--- config.mk ---
export PLATFORM = sky130hd
export DESIGN_NAME = amrs_seq
export DESIGN_NICKNAME = d
export VERILOG_FILES = /design/src/core/amrs_pkg.sv /design/src/core/amrs_clkout.sv /design/src/core/amrs_seq.sv
export VERILOG_INCLUDE_DIRS = /design/src /design/src/core
export SDC_FILE = /design/constraint.sdc
export NUM_CORES = 1
export LEC_CHECK = 0
export ABC_AREA = 1
export BUFFER_PORTS_ARGS = -buffer_cell sky130_fd_sc_hd__buf_2
export CORE_MARGIN = 5
export CORE_UTILIZATION = 25
export CTS_BUF_LIST = sky130_fd_sc_hd__clkbuf_16
export DETAILED_ROUTE_END_ITERATION = 6
export SLEW_MARGIN = 15
export SYNTH_ARGS = -nofsm -noshare
export SYNTH_HDL_FRONTEND = slang
export SYNTH_SLANG_ARGS = --single-unit
--- constraint.sdc ---
create_clock -name sys_clk -period 2.3 [get_ports sys_clk]
set_input_delay 0.345 -clock sys_clk [delete_from_list [all_inputs] [get_ports sys_clk]]
set_output_delay 0.345 -clock sys_clk [all_outputs]
set_load 0.05 [all_outputs]
--- src/core/amrs_regs.svh ---
// register offsets, field positions and reset values of the read sequencer
`ifndef AMRS_REGS_SVH
`define AMRS_REGS_SVH
`define AMRS_OFF_CTRL 12'h000
`define AMRS_OFF_TIMING 12'h004
`define AMRS_OFF_ADDR 12'h008
`define AMRS_OFF_CMD 12'h00C
`define AMRS_OFF_STATUS 12'h010
`define AMRS_OFF_RDATA 12'h014
`define AMRS_MODE_ASYNC 2'h0
`define AMRS_CLKOUT_BUS 2'h3
`define AMRS_CTRL_RESET 5'h00
`define AMRS_TIMING_RESET 20'h11111
`define AMRS_CMD_START_BIT 8
`define AMRS_ST_BUSY_BIT 0
`define AMRS_ST_DONE_BIT 1
`define AMRS_ST_REFUSED_BIT 2
`define AMRS_CNT_ONE 4'h1
`define AMRS_CNT_ZERO 4'h0
`define AMRS_SYNC_LAT 2
`endif

--- src/core/amrs_pkg.sv ---
// shared types of the asynchronous memory read sequencer
package amrs_pkg;
    // software control fields
    typedef struct packed {
        logic [1:0] clock_output_select;
        logic ready_wait_enable;
        logic [1:0] bank_mode;
    } amrs_ctrl_s;
    // phase lengths in bus clock cycles
    typedef struct packed {
        logic [3:0] hold_cycles;
        logic [3:0] access_cycles;
        logic [3:0] post_strobe_cycles;
        logic [3:0] valid_strobe_cycles;
        logic [3:0] setup_cycles;
    } amrs_timing_s;
    // read cycle phases, one-hot
    typedef enum logic [5:0] {
        AMRS_IDLE = 6'b000001,
        AMRS_SETUP = 6'b000010,
        AMRS_STROBE = 6'b000100,
        AMRS_POST = 6'b001000,
        AMRS_ACCESS = 6'b010000,
        AMRS_HOLD = 6'b100000
    } amrs_phase_e;
endpackage

--- src/core/amrs_clkout.sv ---
// clock output pin: buffered bus clock when the select field asks for it
`timescale 1ns/1ps
`default_nettype none
`include "amrs_regs.svh"
module amrs_clkout (
    input wire logic sys_clk,
    input wire logic rstn,
    input wire logic [1:0] clock_output_select,
    output logic clock_output_pin
);
    import amrs_pkg::*;
    logic enable; // registered select match, changes only while clock is low at the pin

    // select is retimed so the gate never chops a high phase mid-way
    always_ff @(negedge sys_clk or negedge rstn) begin
        if (!rstn) begin
            enable <= 1'b0;
        end else begin
            enable <= (clock_output_select == `AMRS_CLKOUT_BUS);
        end
    end

    // gated copy of the bus clock
    assign clock_output_pin = sys_clk & enable;
endmodule
`default_nettype wire

--- src/core/amrs_seq.sv ---
// asynchronous memory read sequencer with apb register slave
`timescale 1ns/1ps
`default_nettype none
`include "amrs_regs.svh"
module amrs_seq #(
    parameter int ADDR_W = 24,
    parameter int DATA_W = 16,
    parameter int BANKS = 4,
    parameter int BE_W = 2
) (
    input wire logic sys_clk,
    input wire logic rstn,
    input wire logic psel,
    input wire logic penable,
    input wire logic pwrite,
    input wire logic [11:0] paddr,
    input wire logic [31:0] pwdata,
    output logic [31:0] prdata,
    output logic pready,
    output logic pslverr,
    input wire logic [DATA_W-1:0] data_in,
    input wire logic ready_input,
    output logic [ADDR_W-1:0] address_bus,
    output logic [BANKS-1:0] bank_select_n,
    output logic [BE_W-1:0] byte_enable_n,
    output logic output_enable_n,
    output logic read_strobe_n,
    output logic address_valid_strobe_n,
    output logic clock_output_pin
);
    import amrs_pkg::*;

    // parameters the register layout can hold
    initial begin
        if (ADDR_W < 1 || ADDR_W > 32 || DATA_W < 1 || DATA_W > 32 || BANKS < 1
            || BANKS > 4 || BE_W < 1 || BE_W > 4) begin
            $error("amrs_seq: parameter out of range");
        end
    end

    // software state
    amrs_ctrl_s ctrl; // mode, ready wait, clock select
    amrs_timing_s timing; // phase lengths
    logic [ADDR_W-1:0] addr_reg; // address of next read
    logic [DATA_W-1:0] rdata_reg; // last captured data
    logic done; // sticky: a read finished
    logic refused; // sticky: a start was refused

    // sequencer state
    amrs_phase_e phase, next_phase; // current and next phase
    logic [3:0] cnt; // cycles left in the phase
    logic [3:0] next_cnt; // load value for the next cycle
    logic [1:0] bank_reg; // latched bank index
    logic [BE_W-1:0] be_reg; // latched byte enables
    logic [DATA_W-1:0] data_s1, data_s2; // data pin synchroniser
    logic ready_s1, ready_s2; // ready pin synchroniser
    logic [`AMRS_SYNC_LAT-1:0] cap_pipe; // delays capture to match data sync
    logic capture_busy; // capture still pending

    // apb decode
    wire wr_en = psel & penable & pwrite & pready;
    wire rd_setup = psel & ~penable;
    wire hit_ctrl = (paddr == `AMRS_OFF_CTRL);
    wire hit_timing = (paddr == `AMRS_OFF_TIMING);
    wire hit_addr = (paddr == `AMRS_OFF_ADDR);
    wire hit_cmd = (paddr == `AMRS_OFF_CMD);
    wire hit_status = (paddr == `AMRS_OFF_STATUS);
    wire hit_rdata = (paddr == `AMRS_OFF_RDATA);
    wire hit_any = hit_ctrl | hit_timing | hit_addr | hit_cmd | hit_status | hit_rdata;
    wire busy = (phase != AMRS_IDLE) | capture_busy;
    wire start_req = wr_en & hit_cmd & pwdata[`AMRS_CMD_START_BIT];
    wire mode_ok = (ctrl.bank_mode == `AMRS_MODE_ASYNC);
    wire start_ok = start_req & ~busy & mode_ok;
    wire start_bad = start_req & ~start_ok;
    wire cnt_last = (cnt <= `AMRS_CNT_ONE);
    wire access_end = cnt_last & (~ctrl.ready_wait_enable | ready_s2);
    wire capture_now = (phase == AMRS_ACCESS) & (next_phase != AMRS_ACCESS);

    // read mux
    wire [31:0] status_word = {29'h0, refused, done, busy};
    wire [31:0] rd_word =
        hit_ctrl ? {27'h0, ctrl} :
        hit_timing ? {12'h0, timing} :
        hit_addr ? 32'(addr_reg) :
        hit_status ? status_word :
        hit_rdata ? 32'(rdata_reg) : 32'h0;

    // phase lengths below one are stretched to one cycle
    function automatic logic [3:0] amrs_len(input logic [3:0] f);
        amrs_len = (f == `AMRS_CNT_ZERO) ? `AMRS_CNT_ONE : f;
    endfunction

    // next phase and its count, in fixed order
    always_comb begin
        next_phase = phase;
        next_cnt = cnt - `AMRS_CNT_ONE;
        unique case (phase)
            AMRS_IDLE: begin
                next_cnt = cnt;
                if (start_ok) begin
                    next_phase = AMRS_SETUP;
                    next_cnt = amrs_len(timing.setup_cycles);
                end
            end
            AMRS_SETUP: begin
                if (cnt_last) begin
                    next_phase = AMRS_STROBE;
                    next_cnt = amrs_len(timing.valid_strobe_cycles);
                end
            end
            AMRS_STROBE: begin
                if (cnt_last) begin
                    next_phase = AMRS_POST;
                    next_cnt = amrs_len(timing.post_strobe_cycles);
                end
            end
            AMRS_POST: begin
                if (cnt_last) begin
                    next_phase = AMRS_ACCESS;
                    next_cnt = amrs_len(timing.access_cycles);
                end
            end
            AMRS_ACCESS: begin
                if (cnt_last) begin
                    next_cnt = `AMRS_CNT_ONE; // waiting on ready keeps count at end
                end
                if (access_end) begin
                    next_phase = AMRS_HOLD;
                    next_cnt = amrs_len(timing.hold_cycles);
                end
            end
            AMRS_HOLD: begin
                if (cnt_last) begin
                    next_phase = AMRS_IDLE;
                    next_cnt = `AMRS_CNT_ZERO;
                end
            end
            default: begin
                next_phase = AMRS_IDLE;
                next_cnt = `AMRS_CNT_ZERO;
            end
        endcase
    end

    // pin synchronisers
    always_ff @(posedge sys_clk or negedge rstn) begin
        if (!rstn) begin
            ready_s1 <= 1'b0;
            ready_s2 <= 1'b0;
            data_s1 <= '0;
            data_s2 <= '0;
        end else begin
            ready_s1 <= ready_input;
            ready_s2 <= ready_s1;
            data_s1 <= data_in;
            data_s2 <= data_s1;
        end
    end

    // phase register and latched request
    always_ff @(posedge sys_clk or negedge rstn) begin
        if (!rstn) begin
            phase <= AMRS_IDLE;
            cnt <= `AMRS_CNT_ZERO;
            bank_reg <= 2'h0;
            be_reg <= '0;
        end else begin
            phase <= next_phase;
            cnt <= next_cnt;
            if (start_ok) begin
                bank_reg <= pwdata[1:0];
                be_reg <= pwdata[4+:BE_W];
            end
        end
    end

    // memory pins registered from the next phase, so they follow it exactly
    always_ff @(posedge sys_clk or negedge rstn) begin
        if (!rstn) begin
            address_bus <= '0;
            bank_select_n <= '1;
            byte_enable_n <= '1;
            output_enable_n <= 1'b1;
            read_strobe_n <= 1'b1;
            address_valid_strobe_n <= 1'b1;
        end else begin
            if (start_ok) begin
                address_bus <= addr_reg;
            end
            bank_select_n <= (next_phase == AMRS_IDLE) ? '1 :
                ~(BANKS'(1) << (start_ok ? pwdata[1:0] : bank_reg));
            byte_enable_n <= (next_phase == AMRS_IDLE) ? '1 :
                ~(start_ok ? pwdata[4+:BE_W] : be_reg);
            output_enable_n <= ~((next_phase == AMRS_STROBE) | (next_phase == AMRS_POST)
                | (next_phase == AMRS_ACCESS) | (next_phase == AMRS_HOLD));
            read_strobe_n <= (next_phase != AMRS_ACCESS);
            address_valid_strobe_n <= (next_phase != AMRS_STROBE);
        end
    end

    // data capture: pin value at the strobe rising edge leaves the synchroniser two cycles on
    always_ff @(posedge sys_clk or negedge rstn) begin
        if (!rstn) begin
            cap_pipe <= '0;
            rdata_reg <= '0;
        end else begin
            cap_pipe <= {cap_pipe[`AMRS_SYNC_LAT-2:0], capture_now};
            if (cap_pipe[`AMRS_SYNC_LAT-1]) begin
                rdata_reg <= data_s2;
            end
        end
    end
    assign capture_busy = |cap_pipe;

    // software registers; hardware set of a flag wins over its clear
    always_ff @(posedge sys_clk or negedge rstn) begin
        if (!rstn) begin
            ctrl <= `AMRS_CTRL_RESET;
            timing <= `AMRS_TIMING_RESET;
            addr_reg <= '0;
            done <= 1'b0;
            refused <= 1'b0;
        end else begin
            if (wr_en & hit_ctrl) begin
                ctrl <= pwdata[4:0];
            end
            if (wr_en & hit_timing & ~busy) begin
                timing <= pwdata[19:0];
            end
            if (wr_en & hit_addr & ~busy) begin
                addr_reg <= pwdata[ADDR_W-1:0];
            end
            if (cap_pipe[`AMRS_SYNC_LAT-1]) begin
                done <= 1'b1;
            end else if (wr_en & hit_status & pwdata[`AMRS_ST_DONE_BIT]) begin
                done <= 1'b0;
            end
            if (start_bad) begin
                refused <= 1'b1;
            end else if (wr_en & hit_status & pwdata[`AMRS_ST_REFUSED_BIT]) begin
                refused <= 1'b0;
            end
        end
    end

    // apb answer: ready in the first access cycle, error on unmapped address
    always_ff @(posedge sys_clk or negedge rstn) begin
        if (!rstn) begin
            pready <= 1'b0;
            pslverr <= 1'b0;
            prdata <= 32'h0;
        end else begin
            pready <= rd_setup;
            pslverr <= rd_setup & ~hit_any;
            prdata <= (rd_setup & ~pwrite) ? rd_word : 32'h0;
        end
    end

    // clock output pin
    amrs_clkout u_clkout (
        .sys_clk(sys_clk),
        .rstn(rstn),
        .clock_output_select(ctrl.clock_output_select),
        .clock_output_pin(clock_output_pin)
    );
endmodule
`default_nettype wire

==> impl_summary.log <==
[metrics] leakage component of the power: ~4.6 nW
[metrics] Syn-to-layout area delta: 26.8%
[metrics] setup repair after global routing missed its margin: yes
[metrics] Die X-Extent: approximately 180 µm
[metrics] Setup Viol. Count Final: 2
[metrics] remaining number of nets flagged by the antenna check after routing: 0
[metrics] crit path launch type: register
[metrics] fraction of power spent switching nets: 23.0%
[metrics] final max-slew violation count: 0
[metrics] Crit path required time: 1960 ps
[metrics] worst slew pin tran: 927 ps
[metrics] routed length per instance: roughly 14 µm
[metrics] category of cells accounting for the largest share of critical-path delay: flip-flops
[metrics] DP HPWL: 14.1 mm
[metrics] total core area: between 20000 and 30000 µm²
[metrics] post-layout net count: ~1.0k
[metrics] top cells by count, synth: 240 x sky130_fd_sc_hd__nand2_1, 161 x sky130_fd_sc_hd__dfrtp_1, 90 x sky130_fd_sc_hd__inv_1
[metrics] failing checks: setup timing
[metrics] CP arrival: approximately 2300 ps
[metrics] CTS tree: built
[metrics] Max-Slew Margin vs Limit: 38.2%
[metrics] Detailed Route Iter0 Violations: ~370
[metrics] Final Wtd Congestion: just under 0.9
[metrics] asr flop ratio synth: 100%
[metrics] number of vias in the routed layout: between 5k and 6k
[metrics] RR Startpoint: cnt[0]
[metrics] maximum number of pins on one net before global-route repair: between 150 and 200
[metrics] die footprint: 32500 µm²
[metrics] number of enable-type register cells in the synthesized netlist: 0
[metrics] type of the most critical hold path: in2reg
[metrics] final hold violations: 0
[metrics] maximum net fanout on the critical path: 1
[metrics] most common flop cell mapped by yosys: sky130_fd_sc_hd__dfrtp_1
[metrics] global router's overall resource usage: between 10% and 20%
[metrics] share of the synthesized area in the top cell type: 55.6%
[metrics] result of the run: finished with violations
[metrics] launch instance of the worst min-delay path: pwdata[20]
[metrics] Crit. Startpoint: u_clkout.enable
[metrics] clock-pin slew reported for the worst setup and hold paths after clock tree synthesis: about 70 ps
[metrics] cell taking the most area after synthesis: sky130_fd_sc_hd__dfrtp_1
[metrics] DP Area: ~8300 µm²
[metrics] Max-Cap Viols: 0
[metrics] delay of the slowest critical-path stage: approximately 380 ps
[metrics] gate count of the mapped netlist: 800
[metrics] number of global-route vias before repair: 5661
[metrics] diode insertion count for antenna repair: 0
[metrics] post-place setup slack: 126 ps
[metrics] part of the power in combinational logic: 3.6%
[metrics] proportion of power drawn by the clock network: approximately 49%
[metrics] IR drop worst, VDD: approximately 0.42 mV
[metrics] wire length of the first global-routing pass: between 30 and 40 mm
[metrics] most common cell in the synthesized netlist: sky130_fd_sc_hd__nand2_1
[metrics] utilization after layout: around 32%
[metrics] via/cell ratio: ~4.2
[metrics] Max stage delay cell, worst path: sky130_fd_sc_hd__dfrtn_1
[metrics] worst clock skew on the final layout: 11.6 ps
[metrics] later-pin clock latency in the skew report: about 550 ps
[metrics] Die Span Y: 180 µm
[metrics] cell chain of the critical path: nand2_1, inv_1, buf_6
[metrics] Yosys reg bits: 177
[metrics] proportion of power drawn by flip-flops and latches: around 48%
[metrics] WP buf/inv: 2
[metrics] post-layout worst setup margin: -379 ps
[metrics] Distinct cells, synth: 35
[metrics] sequential element share of the synthesized area: 61.4%
[metrics] Cell Rows: 62
[metrics] number of top-level design ports: between 100 and 150
[metrics] total routed wirelength: around 19 mm
[metrics] nature of the critical path endpoint: output port
[metrics] antenna violations before repair: 5
[metrics] grt ovf: 0
[metrics] Internal Dissipation: 5.07 mW
[metrics] critical path start-end classification: reg2out
[metrics] Finished Cell Area: 9190 µm²
[metrics] layout cells sized above 1: a little over a fifth
[metrics] Power Dens Cells: ~720 nW/µm²
[metrics] largest cells by area after synthesis: sky130_fd_sc_hd__dfrtp_1 56%, sky130_fd_sc_hd__nand2_1 12%, sky130_fd_sc_hd__o21ai_0 5.9%
[metrics] DR DRC count: 0
[metrics] DR pass1 iterations: 5
[metrics] Synthesis Warnings: 0
[metrics] Syn Area/Cell: approximately 9.1 µm²
[metrics] power dissipated by switching net loads: approximately 1.5 mW
[metrics] slack of the worst reg-to-reg path: around 350 ps
[metrics] count of port buffers added during placement: between 100 and 150
[metrics] netlist area before placement: slightly above 7000 µm²
[metrics] initial core utilization: between 20% and 30%
-- kinds of logic after synthesis --
kind of cell | count (synthesis) | share of synthesized area, %
other cells | 1 | 0.0517
simple gates | 358 | 21.0
flops | 177 | 61.4
buf+inv | 127 | 7.32
fa+ha+maj | 2 | 0.345
xor+xnor | 1 | 0.121
compound gates | 134 | 9.77
-- tightest hold or removal path, cell delays in order --
cell	delay (ps)
sky130_fd_sc_hd__buf_2	80
sky130_fd_sc_hd__nand3_1	70
sky130_fd_sc_hd__nand2_1	60
-- per-layer routing --
layer	track usage [%]	share of wire, %	vias up
met5	0	0.31	-
met4	3.12	1.2	10
met3	4.99	6.4	25
met2	19.1	46	137
met1	15.8	46	2683
li1	-	-	2813
-- cell usage in the layout (no fill, tap or decap), types with 5 or more instances in the layout --
master	netlist	layout
sky130_fd_sc_hd__o21ai_0	86	86
sky130_fd_sc_hd__a21oi_1	24	24
sky130_fd_sc_hd__nand2_1	240	240
sky130_fd_sc_hd__nand3_1	35	35
sky130_fd_sc_hd__dfrtp_1	161	161
sky130_fd_sc_hd__inv_6	0	6
sky130_fd_sc_hd__inv_1	90	90
sky130_fd_sc_hd__buf_4	8	16
sky130_fd_sc_hd__conb_1	1	8
sky130_fd_sc_hd__nand4_1	7	7
sky130_fd_sc_hd__nor2_1	51	51
sky130_fd_sc_hd__clkbuf_16	0	20
sky130_fd_sc_hd__dfstp_2	15	15
sky130_fd_sc_hd__dlygate4sd3_1	0	18
sky130_fd_sc_hd__o21ai_1	13	13
sky130_fd_sc_hd__nor3_1	5	5
sky130_fd_sc_hd__buf_2	7	115
-- cell type report --
class | instances | area [µm²]
multi-input combinational | 503 | 2300
clock buffer | 21 | 512
sequential | 177 | 4450
timing repair buffer | 152 | 927
inverter | 94 | 353
fill | 3025 | 19500
clock inverter | 16 | 178
tap | 384 | 480
-- through the flow --
stage | TNS [ps] | power, mW | instances | hold WS (ps)
finish | -379 | 6.59 | 1347 | 36.6
global route | -449 | 6.85 | 1347 | 22.6
CTS | -406 | 6.70 | 1347 | 10.1
detailed placement | 0 | 3.43 | 1294 | 193
global placement | 0 | 3.43 | 1294 | 194
floorplan | 0 | 3.30 | 807 | 49.4
-- timing repair --
action | in CTS | in global routing
resized for setup | 2 | 0
hold buffers | 18 | 0
buffers inserted | 0 | 0
setup endpoints to repair | 2 | 2
cloned | 0 | 0
endpoints found under the hold margin | 36 | 0
-- power groups by stage --
stage / Sequential [mW] / Clock, mW / Combinational, mW
5_1_grt: 3.16 / 3.42 / 0.268
4_1_cts: 3.15 / 3.30 / 0.244
6_report: 3.15 / 3.20 / 0.236
-- path summary, 6_finish.rpt --
| path | end | depth (start not counted) |
|---|---|---|
| max in group asynchronous | u_clkout.enable | 2 |
| hold / removal | addr_reg[20] | 3 |
| setup reg to reg | cnt[0] | 12 |
| hold reg to reg | data_s2[12] | 0 |
| min in group asynchronous | prdata[22] | 2 |
| setup / recovery | clock_output_pin | 3 |
No activity file was read; power rests on OpenSTA's default activity.
